$ cat src/hdl/osp_pkg.sv
// Package for the one-shot timer channel pair: register map, fields, modes and bus carrier.
package osp_pkg;

  // Register byte offsets on the Avalon-MM slave.
  localparam logic [5:0] OFS_CH0_MODE = 6'h00;
  localparam logic [5:0] OFS_CH3_MODE = 6'h04;
  localparam logic [5:0] OFS_CH0_CMP = 6'h08;
  localparam logic [5:0] OFS_CH3_CMP = 6'h0C;
  localparam logic [5:0] OFS_OUT_MODE = 6'h10;
  localparam logic [5:0] OFS_OUT_POL = 6'h14;
  localparam logic [5:0] OFS_OUT_VAL = 6'h18;
  localparam logic [5:0] OFS_OUT_EN = 6'h1C;
  localparam logic [5:0] OFS_START = 6'h20;
  localparam logic [5:0] OFS_RUN_STAT = 6'h24;
  localparam logic [5:0] OFS_IRQ_REQ = 6'h28;
  localparam logic [5:0] OFS_IRQ_MASK = 6'h2C;
  localparam logic [5:0] OFS_PRESCALE = 6'h30;
  localparam logic [5:0] OFS_PORT_DIR = 6'h34;

  // Mode register field positions, then channel and interrupt request bit positions.
  localparam int OPCLK_HI = 15;
  localparam int OPCLK_LO = 14;
  localparam int CNT_SRC_BIT = 12;
  localparam int HALF_BIT = 11;
  localparam int TRIG_HI = 10;
  localparam int TRIG_LO = 8;
  localparam int EDGE_HI = 7;
  localparam int EDGE_LO = 6;
  localparam int MODE_HI = 3;
  localparam int MODE_LO = 1;
  localparam int START_BIT = 0;
  localparam int CH0 = 0;
  localparam int CH3 = 3;
  localparam int IRQ_CH0_BIT = 4;

  // Reset values.
  localparam logic [15:0] MODE_RST = 16'h0000;
  localparam logic [15:0] CMP_RST = 16'hFFFF;
  localparam logic [15:0] ZERO16 = 16'h0000;
  localparam logic [7:0] IRQ_MASK_RST = 8'hFF;
  localparam logic [7:0] PORT_DIR_RST = 8'hFF;
  localparam logic [15:0] PRESCALE_RST = 16'h0000;
  localparam logic [31:0] BUS_ERR_DATA = 32'h0000_0000;

  // Master delay adds this many count periods.
  localparam logic [16:0] MASTER_EXTRA = 17'h00002;

  typedef enum logic [2:0] {
    OSP_MD_INTERVAL = 3'b000,
    OSP_MD_CAPTURE = 3'b010,
    OSP_MD_EVENT = 3'b011,
    OSP_MD_ONECOUNT = 3'b100,
    OSP_MD_CAP_ONE = 3'b110
  } osp_mode_t;

  typedef enum logic [2:0] {
    OSP_TRG_SW = 3'b000,
    OSP_TRG_EDGE = 3'b001,
    OSP_TRG_BOTH = 3'b010,
    OSP_TRG_MASTER = 3'b100
  } osp_trig_t;

  // Channel state: idle, waiting for a trigger and counting.
  typedef enum logic [1:0] {
    OSP_ST_IDLE = 2'b00,
    OSP_ST_WAIT = 2'b01,
    OSP_ST_COUNT = 2'b11
  } osp_state_t;

  typedef struct packed {
    logic read;
    logic write;
    logic [5:0] address;
    logic [31:0] writedata;
  } osp_req_t;

  typedef struct packed {
    logic [31:0] readdata;
    logic waitrequest;
  } osp_rsp_t;

endpackage

$ cat src/hdl/osp_timer_pair.sv
// One-shot timer channel pair: master channel 0 delay, slave channel 3 pulse width.
//
// The register offsets and register access over Avalon-MM are this design's own decisions.
`timescale 1ns/1ps

module osp_timer_pair #(
  parameter int CNT_W = 16
) (
  // Clock and reset
  input wire logic mclk,
  input wire logic sys_rst,
  // Avalon-MM slave
  input wire osp_pkg::osp_req_t avs_req,
  output osp_pkg::osp_rsp_t avs_rsp,
  // Timer pins
  input wire logic ch0_timer_input,
  input wire logic ch3_timer_input,
  output logic ch0_out_pin,
  output logic ch3_out_pin,
  output logic ch3_pin_oe,
  // Interrupts seen by the processor
  output logic ch0_irq_service,
  output logic ch0_expiry_irq,
  output logic ch3_expiry_irq
);
  import osp_pkg::*;

  logic [15:0] mode_r [2];
  logic [15:0] cmp_r [2];
  logic [15:0] output_mode_reg, output_polarity_reg, output_value_reg, output_enable_reg;
  logic [15:0] prescale_r;
  logic [7:0] irq_request_flags_lo, irq_mask_flags_lo, port3_direction;
  logic [1:0] running_r;
  logic [15:0] presc_cnt_r;
  logic [3:0] prescaled_tick;
  logic [2:0] pin_sync_r [2];
  logic [1:0] pin_lvl_r;
  logic [CNT_W-1:0] count_register [2];
  osp_state_t st_r [2];
  logic [1:0] expiry, start_irq, trig, cnt_tick, edge_rise, edge_fall;
  logic [1:0] start_wr;
  logic wr_hit, rd_ack;
  logic [31:0] rdata_r;

  // Prescaler: four enables at the mclk rate divided by two to the selected power.
  function automatic logic prescaler_tick(input logic [15:0] cnt, input logic [3:0] pw);
    prescaler_tick = (pw == 4'h0) ? 1'b1 : (cnt & ((16'h0001 << pw) - 16'h0001)) == ZERO16;
  endfunction

  always_ff @(posedge mclk) begin
    if (sys_rst) begin
      presc_cnt_r <= ZERO16;
    end else begin
      presc_cnt_r <= presc_cnt_r + 16'h0001;
    end
  end

  always_comb begin
    for (int k = 0; k < 4; k++) begin
      prescaled_tick[k] = prescaler_tick(presc_cnt_r, prescale_r[4*k +: 4]);
    end
  end

  // Pin synchronisers: a change counts once the second and third stages agree.
  always_ff @(posedge mclk) begin
    if (sys_rst) begin
      pin_sync_r[0] <= 3'h0;
      pin_sync_r[1] <= 3'h0;
      pin_lvl_r <= 2'h0;
    end else begin
      pin_sync_r[0] <= {pin_sync_r[0][1:0], ch0_timer_input};
      pin_sync_r[1] <= {pin_sync_r[1][1:0], ch3_timer_input};
      for (int c = 0; c < 2; c++) begin
        if (pin_sync_r[c][1] == pin_sync_r[c][2]) begin
          pin_lvl_r[c] <= pin_sync_r[c][2];
        end
      end
    end
  end

  // Selected operation clock with the documented crossed encoding.
  function automatic logic op_tick(input logic [1:0] sel, input logic [3:0] t);
    case (sel)
      2'b00: op_tick = t[0];
      2'b01: op_tick = t[2];
      2'b10: op_tick = t[1];
      default: op_tick = t[3];
    endcase
  endfunction

  // Valid edge by the edge-select field: 00 fall, 01 rise, else both.
  function automatic logic valid_edge(input logic [1:0] es, input logic r, input logic f);
    case (es)
      2'b00: valid_edge = f;
      2'b01: valid_edge = r;
      default: valid_edge = r | f;
    endcase
  endfunction

  always_comb begin
    for (int c = 0; c < 2; c++) begin
      edge_rise[c] = pin_sync_r[c][2] & ~pin_lvl_r[c] & (pin_sync_r[c][1] == pin_sync_r[c][2]);
      edge_fall[c] = ~pin_sync_r[c][2] & pin_lvl_r[c] & (pin_sync_r[c][1] == pin_sync_r[c][2]);
      cnt_tick[c] = mode_r[c][CNT_SRC_BIT]
          ? valid_edge(mode_r[c][EDGE_HI:EDGE_LO], edge_rise[c], edge_fall[c])
          : op_tick(mode_r[c][OPCLK_HI:OPCLK_LO], prescaled_tick);
    end
  end

  always_comb begin
    for (int c = 0; c < 2; c++) begin
      case (osp_trig_t'(mode_r[c][TRIG_HI:TRIG_LO]))
        OSP_TRG_EDGE: trig[c] = valid_edge(mode_r[c][EDGE_HI:EDGE_LO], edge_rise[c], edge_fall[c]);
        OSP_TRG_BOTH: trig[c] = edge_rise[c] | edge_fall[c];
        OSP_TRG_MASTER: trig[c] = (c == 1) ? expiry[0] | start_irq[0] : 1'b0;
        default: trig[c] = 1'b0;
      endcase
    end
  end

  // Bus decode shared by the register processes.
  assign wr_hit = avs_req.write;
  assign start_wr[0] = wr_hit && avs_req.address == OFS_START && avs_req.writedata[CH0];
  assign start_wr[1] = wr_hit && avs_req.address == OFS_START && avs_req.writedata[CH3];

  // Counter state machine per channel; index 0 is channel 0, index 1 is channel 3.
  always_ff @(posedge mclk) begin
    if (sys_rst) begin
      for (int c = 0; c < 2; c++) begin
        st_r[c] <= OSP_ST_IDLE;
        count_register[c] <= '0;
      end
      expiry <= 2'b00;
      start_irq <= 2'b00;
    end else begin
      expiry <= 2'b00;
      start_irq <= 2'b00;
      for (int c = 0; c < 2; c++) begin
        logic [2:0] md;
        logic sb, upc, half, slv, strig, short_pulse;
        logic [CNT_W-1:0] ld, lim, cmp_m;
        md = mode_r[c][MODE_HI:MODE_LO];
        sb = mode_r[c][START_BIT];
        // Capture modes count up; event counting counts down like the others.
        upc = md[1] & ~md[0];
        // split narrows channel 3 to eight bits
        half = (c == 1) && mode_r[c][HALF_BIT];
        lim = half ? CNT_W'(8'hFF) : '1;
        cmp_m = CNT_W'(cmp_r[c]) & lim;
        // The slave sees the registered master interrupt a clock late, so it loads two short.
        slv = (c == 1) && osp_trig_t'(mode_r[c][TRIG_HI:TRIG_LO]) == OSP_TRG_MASTER;
        strig = trig[c] ||
                (osp_trig_t'(mode_r[c][TRIG_HI:TRIG_LO]) == OSP_TRG_SW && start_wr[c]);
        // Slave values below two cannot absorb that delay and give a one-clock pulse.
        short_pulse = slv && cmp_m < CNT_W'(2);
        // master counts value plus two periods, slave exactly its value
        ld = (c == 0) ? cmp_m + CNT_W'(MASTER_EXTRA) - CNT_W'(1)
                      : (slv ? cmp_m - CNT_W'(2) : cmp_m - CNT_W'(1));
        if (!running_r[c]) begin
          st_r[c] <= OSP_ST_IDLE;
        end else begin
          case (st_r[c])
            OSP_ST_IDLE: begin
              // running flag lets the mode decide when counting starts
              if (osp_mode_t'(md) == OSP_MD_ONECOUNT || osp_mode_t'(md) == OSP_MD_CAP_ONE) begin
                // One-count modes arm here and wait for their own start trigger.
                st_r[c] <= OSP_ST_WAIT;
              end else begin
                st_r[c] <= OSP_ST_COUNT;
                count_register[c] <= upc ? '0 : ld;
                start_irq[c] <= sb && (osp_mode_t'(md) == OSP_MD_INTERVAL ||
                                      osp_mode_t'(md) == OSP_MD_CAPTURE);
              end
            end
            OSP_ST_WAIT: begin
              if (strig && short_pulse) begin
                expiry[c] <= 1'b1;
              end else if (strig) begin
                st_r[c] <= OSP_ST_COUNT;
                count_register[c] <= upc ? '0 : ld;
              end
            end
            OSP_ST_COUNT: begin
              // one-count retrigger only with the start bit set
              if (osp_mode_t'(md) == OSP_MD_ONECOUNT && sb && strig) begin
                count_register[c] <= ld;
                start_irq[c] <= 1'b1;
              end else if (osp_mode_t'(md) == OSP_MD_CAP_ONE && trig[c]) begin
                // end of measured level captures and stops
                expiry[c] <= 1'b1;
                st_r[c] <= OSP_ST_WAIT;
              end else if (cnt_tick[c]) begin
                if (upc) begin
                  count_register[c] <= (count_register[c] & lim) + CNT_W'(1);
                end else if ((count_register[c] & lim) == '0) begin
                  // expiry pulse, then reload or wait
                  expiry[c] <= 1'b1;
                  if (osp_mode_t'(md) == OSP_MD_ONECOUNT) begin
                    st_r[c] <= OSP_ST_WAIT;
                  end else begin
                    count_register[c] <= ld;
                  end
                end else begin
                  count_register[c] <= count_register[c] - CNT_W'(1);
                end
              end
              if (osp_mode_t'(md) == OSP_MD_CAPTURE && trig[c]) begin
                expiry[c] <= 1'b1;
                count_register[c] <= '0;
              end
            end
            default: st_r[c] <= OSP_ST_IDLE;
          endcase
        end
      end
    end
  end

  assign ch0_expiry_irq = expiry[0] | start_irq[0];
  assign ch3_expiry_irq = expiry[1] | start_irq[1];

  // Configuration registers.
  always_ff @(posedge mclk) begin
    if (sys_rst) begin
      mode_r[0] <= MODE_RST;
      mode_r[1] <= MODE_RST;
      cmp_r[0] <= CMP_RST;
      cmp_r[1] <= CMP_RST;
      output_mode_reg <= ZERO16;
      output_polarity_reg <= ZERO16;
      output_enable_reg <= ZERO16;
      prescale_r <= PRESCALE_RST;
      irq_mask_flags_lo <= IRQ_MASK_RST;
      port3_direction <= PORT_DIR_RST;
    end else if (wr_hit) begin
      case (avs_req.address)
        OFS_CH0_MODE: mode_r[0] <= avs_req.writedata[15:0];
        OFS_CH3_MODE: mode_r[1] <= avs_req.writedata[15:0];
        OFS_CH0_CMP: cmp_r[0] <= avs_req.writedata[15:0];
        OFS_CH3_CMP: cmp_r[1] <= avs_req.writedata[15:0];
        OFS_OUT_MODE: output_mode_reg <= avs_req.writedata[15:0] & 16'h000E;
        OFS_OUT_POL: output_polarity_reg <= avs_req.writedata[15:0] & 16'h000E;
        OFS_OUT_EN: output_enable_reg <= avs_req.writedata[15:0] & 16'h000F;
        OFS_PRESCALE: prescale_r <= avs_req.writedata[15:0];
        OFS_IRQ_MASK: irq_mask_flags_lo <= avs_req.writedata[7:0];
        OFS_PORT_DIR: port3_direction <= avs_req.writedata[7:0];
        default: ;
      endcase
    end
  end

  // running flags set by start bits only
  always_ff @(posedge mclk) begin
    if (sys_rst) begin
      running_r <= 2'b00;
    end else begin
      running_r <= running_r | start_wr;
    end
  end

  // request flag: hardware set wins over software clear
  always_ff @(posedge mclk) begin
    if (sys_rst) begin
      irq_request_flags_lo <= 8'h00;
    end else begin
      if (wr_hit && avs_req.address == OFS_IRQ_REQ) begin
        irq_request_flags_lo <= avs_req.writedata[7:0];
      end
      if (ch0_expiry_irq) begin
        irq_request_flags_lo[IRQ_CH0_BIT] <= 1'b1;
      end
    end
  end

  assign ch0_irq_service = irq_request_flags_lo[IRQ_CH0_BIT] & ~irq_mask_flags_lo[IRQ_CH0_BIT];

  // Output value bits for channels 0 and 3.
  always_ff @(posedge mclk) begin
    if (sys_rst) begin
      output_value_reg <= ZERO16;
    end else begin
      for (int b = 0; b < 4; b++) begin
        // software owns the bit only while output is disabled
        if (!output_enable_reg[b]) begin
          if (wr_hit && avs_req.address == OFS_OUT_VAL) begin
            // one bit per channel, upper bits zero
            output_value_reg[b] <= avs_req.writedata[b];
          end
        end else if (b == CH0) begin
          if (ch0_expiry_irq) begin
            output_value_reg[b] <= ~output_value_reg[b];
          end
        end else if (b == CH3) begin
          // toggle on own interrupt or set by master, clear by slave
          if (!output_mode_reg[CH3]) begin
            if (ch3_expiry_irq) begin
              output_value_reg[b] <= ~output_value_reg[b];
            end
          end else if (ch3_expiry_irq) begin
            output_value_reg[b] <= 1'b0;
          end else if (ch0_expiry_irq) begin
            output_value_reg[b] <= 1'b1;
          end
        end
      end
    end
  end

  // pins driven from registered level, channel 3 after polarity, channel 0 without
  always_ff @(posedge mclk) begin
    if (sys_rst) begin
      ch0_out_pin <= 1'b0;
      ch3_out_pin <= 1'b0;
      ch3_pin_oe <= 1'b0;
    end else begin
      ch0_out_pin <= output_value_reg[CH0];
      ch3_out_pin <= output_value_reg[CH3] ^ output_polarity_reg[CH3];
      ch3_pin_oe <= ~port3_direction[1];
    end
  end

  // Read path: one wait cycle, then data with waitrequest low.
  always_ff @(posedge mclk) begin
    if (sys_rst) begin
      rd_ack <= 1'b0;
      rdata_r <= BUS_ERR_DATA;
    end else begin
      rd_ack <= avs_req.read & ~rd_ack;
      case (avs_req.address)
        OFS_CH0_MODE: rdata_r <= {16'h0000, mode_r[0]};
        OFS_CH3_MODE: rdata_r <= {16'h0000, mode_r[1]};
        OFS_CH0_CMP: rdata_r <= {16'h0000, cmp_r[0]};
        OFS_CH3_CMP: rdata_r <= {16'h0000, cmp_r[1]};
        OFS_OUT_MODE: rdata_r <= {16'h0000, output_mode_reg};
        OFS_OUT_POL: rdata_r <= {16'h0000, output_polarity_reg};
        OFS_OUT_VAL: rdata_r <= {16'h0000, output_value_reg};
        OFS_OUT_EN: rdata_r <= {16'h0000, output_enable_reg};
        OFS_RUN_STAT: rdata_r <= {28'h0000000, running_r[1], 2'b00, running_r[0]};
        OFS_IRQ_REQ: rdata_r <= {24'h000000, irq_request_flags_lo};
        OFS_IRQ_MASK: rdata_r <= {24'h000000, irq_mask_flags_lo};
        OFS_PRESCALE: rdata_r <= {16'h0000, prescale_r};
        OFS_PORT_DIR: rdata_r <= {24'h000000, port3_direction};
        default: rdata_r <= BUS_ERR_DATA;
      endcase
    end
  end

  assign avs_rsp.waitrequest = avs_req.read & ~rd_ack;
  assign avs_rsp.readdata = rdata_r;

endmodule // osp_timer_pair

$ cat config.mk
export PLATFORM = sky130hd
export DESIGN_NAME = osp_timer_pair
export DESIGN_NICKNAME = d
export VERILOG_FILES = /design/src/hdl/osp_pkg.sv /design/src/hdl/osp_timer_pair.sv
export SDC_FILE = /design/constraint.sdc
export NUM_CORES = 1
export LEC_CHECK = 0
export BUFFER_PORTS_ARGS = -buffer_cell sky130_fd_sc_hd__buf_2
export CAP_MARGIN = 40
export CELL_PAD_IN_SITES_DETAIL_PLACEMENT = 0
export CELL_PAD_IN_SITES_GLOBAL_PLACEMENT = 2
export CORE_UTILIZATION = 35
export DETAILED_ROUTE_END_ITERATION = 6
export GPL_TIMING_DRIVEN = 0
export HOLD_SLACK_MARGIN = 0.08
export PLACE_DENSITY = 0.86
export REMOVE_ABC_BUFFERS = 1
export SKIP_LAST_GASP = 1
export SLEW_MARGIN = 40
export SYNTH_ARGS = -nofsm -noshare
export SYNTH_HDL_FRONTEND = slang
export SYNTH_SLANG_ARGS = --single-unit
$ cat constraint.sdc
create_clock -name mclk -period 3.3 [get_ports mclk]
set_input_delay 0.33 -clock mclk [delete_from_list [all_inputs] [get_ports mclk]]
set_output_delay 0.33 -clock mclk [all_outputs]
set_load 0.02 [all_outputs]
==> out/summary.md <==
The flow ran to the end, but the final reports show violations. The final reports fail on setup timing. In this run the mean area of a mapped cell was 8.76 um2.

For the count of final max-slew check failures, the log shows 0. The synthesized netlist contains 91 unique library cells. The latest clock arrival within the worst-skew pair is 0.54 ns. Along the worst hold path, the cell count comes to 3.

Port buffering added 50 buffers. The clock network is responsible for 44.9% of the overall power. The clock passes through at most 3 buffers.

The worst setup path is captured at a flip-flop. The post-layout net count is 1,566. At the placement stage, the worst setup path has a slack of -1.28 ns. For the worst setup slack after layout, the log shows -0.295 ns.

Synthesis inferred 203 register bits. Among all cell types in the netlist, the one instantiated most often is sky130_fd_sc_hd__nand2_1. The share of synthesized area in the top cell type comes to 24.0%.

The tools report the initial antenna violation count as 0. By count the netlist is led by sky130_fd_sc_hd__nand2_1, sky130_fd_sc_hd__nor2_1, sky130_fd_sc_hd__dfxtp_1. The largest registers in the layout are cmp_r: 32 flops, count_register: 32 flops, mode_r: 32 flops. The switching portion of total power came out at 25.9%. The total global routing track utilization was 22.0%; the share of async-settable or async-resettable flops after synthesis was 0%. The kind of launch point of the worst setup path was a flip-flop. Counting flops with a built-in enable in the synthesized netlist gives 100. Origin of the critical flop-to-flop path: prescale_r[1]$_SDFFE_PP0P_.

The number of global-route vias before repair was 10,800. TritonCTS built the clock tree. The floorplan die area was 36,500 um2; the internal cell power was 0.00443 W. The run gives 0 as the count of endpoints failing hold in the final timing report. The H-tree level count was 1; the normalized max-slew margin was 39.1%. Hold timing on the final database bottoms out at a slack of 0.109 ns. The pre-antenna-repair detailed-routing pass consisted of 5 iterations.

The first global-routing pass estimated 62,700 um of wire. The run gives 8.0% as the combinational power share. The kind of path behind the tightest hold check was in -> reg.

Once detail routing completed, the nets flagged for antenna violations numbered 0. Ranked by total cell area, the synthesized netlist is headed by sky130_fd_sc_hd__edfxtp_1, sky130_fd_sc_hd__dfxtp_1, sky130_fd_sc_hd__nand2_1. TritonCTS created 25 clock buffers.

Measured in cells, the most critical reg-to-reg path has a length of 13. The endpoint identified for the worst register-to-register timing path is st_r[0][1]$_SDFFCE_PP0P_. The run gives 0.00155 W as the switching component of the power.

For this block, the initial DRC count from the detailed router was 916. The most instantiated flip-flop cell in the synthesis netlist was sky130_fd_sc_hd__dfxtp_1. Across the routed clock network, the largest skew measured is 0.0216 ns. For the pin count of the biggest net entering global routing, the log shows 73. The horizontal die dimension works out to 191 um. Data on the critical path arrives at its endpoint at 3.90 ns. The worst reg-to-reg setup slack is -0.29 ns, and the average wire length per cell after detail routing is 20.7 um. The tools report the combined area of all synthesized cells as 12,500 um2.

The largest fanout on the critical path was 5; the average vias per placed instance was 5.78. The tree built by TritonCTS fans out to 203 sinks. For this design the static power due to leakage is 5.42 nW.

The number of top-level design ports is 83. Derived from the worst setup path, the maximum achievable clock frequency is 278 MHz. By startpoint and endpoint, the worst setup path is classified as reg -> reg. Relative to the synthesized area, the layout overhead comes to 22.7%.

After legalization and detailed placement, the total HPWL measured 27,500 um. For hold timing, the worst endpoint is prescale_r[6]$_SDFFE_PP0P_. The minimum clock period is 3.59 ns.

The congestion estimate from routability-driven global placement came to 0.878. The region available for standard cell placement spans 34,900 um2. Global routing finished with a remaining overflow of 0. Setup repair after global routing could not meet its margin everywhere. The tree is rooted in a sky130_fd_sc_hd__clkbuf_16.

The slew at the pin closest to its max-slew limit is 0.914 ns. The total power divided by cell area is 390 nW/um2. Detailed routing inserted a total of 11,400 vias. For the number of setup violations in the final report, the log shows 56. The post-CTS clock slew at the launch and capture registers of the worst setup and hold paths works out to 0.06 ns.

The repair_antennas step left the layout with diodes totalling 0. Summed over all layers, the routed wires come to 40,800 um. Dividing the final minimum period by the clock period gives 109%. Sequential share of power: 47.2%.

The tool flagged a number of max-cap violations equal to 0. The tools report the data required time of the critical path as 3.60 ns. After detailed routing, the number of remaining DRC violations is 0. Setup total negative slack on the finished layout was measured at -8.99 ns. For this configuration, the core starts out at a cell density of 35.9%. The worst ir drop on vdd came out at 0.366 mV. In this run the most critical hold path is launched from avs_req[6]. The die is 191 um tall. The sequential element share of the synthesized area is 40.5%. Summed over all instances, the cell type with the most area after synthesis is sky130_fd_sc_hd__edfxtp_1. Cells with a size suffix above 1 make up 21.5% of the layout. The logs give 0 for the synthesis warning total and 1,428 for the post-synthesis instance total. The standard-cell row count came out at 68.
[power by group through the flow]
stage	logic [W]	registers, W	clock network, W
floorplan	0.000246	0.00283	0
global placement	0.000388	0.00288	0
detailed placement	0.000402	0.00288	0
CTS	0.000445	0.00282	0.00273
global route	0.000516	0.00283	0.00284
finish	0.000476	0.00282	0.00268
[routing by layer]
layer  share of wire [%]  GRT usage, %
met2                  48          36.3
met4                 2.9          7.23
met5                   0             0
met3                 5.6          3.14
met1                  44          29.3
[worst max-delay path by stage]
stage	end	from	slack, ns	cells past startpoint
2_1_floorplan	count_register[0][6]$_SDFFCE_PP0P_	prescale_r[6]$_SDFFE_PP0P_	-0.83	13
3_3_place_gp	count_register[0][6]$_SDFFCE_PP0P_	prescale_r[13]$_SDFFE_PP0P_	-1.95	13
3_5_place_dp	count_register[1][6]$_DFFE_PP_	prescale_r[7]$_SDFFE_PP0P_	-1.28	13
4_1_cts	count_register[1][5]$_DFFE_PP_	prescale_r[6]$_SDFFE_PP0P_	-0.27	14
5_1_grt	st_r[0][1]$_SDFFCE_PP0P_	prescale_r[1]$_SDFFE_PP0P_	-0.38	14
6_report	st_r[0][1]$_SDFFCE_PP0P_	prescale_r[1]$_SDFFE_PP0P_	-0.29	13
[through the flow]
| step | util, % | instance area, um2 | power (W) | std cells |
|---|---|---|---|---|
| finish | 44.0 | 15300 | 0.00599 | 1975 |
| global route | 44.0 | 15300 | 0.00619 | 1975 |
| CTS | 42.6 | 14800 | 0.00600 | 1951 |
| detailed placement | 37.4 | 13100 | 0.00328 | 1847 |
| global placement | 36.9 | 12900 | 0.00327 | 1834 |
| floorplan | - | 12000 | 0.00308 | 1329 |
[critical path, stage by stage, from the launching register on]
cell	delay, ns
sky130_fd_sc_hd__dfxtp_4	0.36
sky130_fd_sc_hd__or4_4	0.56
sky130_fd_sc_hd__ha_4	0.20
sky130_fd_sc_hd__buf_4	0.15
sky130_fd_sc_hd__xor2_2	0.18
sky130_fd_sc_hd__a22oi_2	0.19
sky130_fd_sc_hd__nand3_2	0.16
sky130_fd_sc_hd__nor4_4	0.29
sky130_fd_sc_hd__nor3_4	0.12
sky130_fd_sc_hd__buf_12	0.15
sky130_fd_sc_hd__or2_1	0.21
sky130_fd_sc_hd__or3_1	0.31
sky130_fd_sc_hd__a211o_1	0.30
sky130_fd_sc_hd__and3_1	0.15
[cell usage in the layout, fill, tap and decap left out, drive strengths merged, types with 28 or more instances in the layout]
cell type	count
o21ai	65
nand2	148
nand3	40
edfxtp	100
xor2	40
xnor2	33
nor3	46
clkbuf	28
a21oi	84
nor2b	34
dfxtp	103
buf	128
and3	30
inv	38
nor2	123
[cells by family (layout without fill, tap and decap cells)]
family	count (synthesis)	after routing	share of synthesized area, %
compound gates	383	384	21.8
xor+xnor	73	73	5.11
fa+ha+maj	21	21	2.10
buf+inv	151	225	5.32
flops	203	203	40.5
mux	20	20	1.61
other cells	1	16	0.0300
simple gates	576	578	23.6
[area by class of cell]
type | count | area (um2)
Inverter | 37 | 139
Multi-Input combinational cell | 1092 | 7580
Fill cell | 3405 | 19500
Timing Repair Buffer | 142 | 1140
Clock buffer | 27 | 633
Tap cell | 455 | 569
Sequential cell | 203 | 5120
Clock inverter | 19 | 168
[what timing repair did]
action / in CTS / in global routing
buffers inserted: 43 / 23
hold buffers: 13 / 0
gates resized for setup: 113 / 60
gates cloned: 2 / 3
setup endpoints to repair: 74 / 74
endpoints found under the hold margin: 14 / 0
pin swaps: 50 / 40
Note: power is estimated with default switching activity, not from simulation.
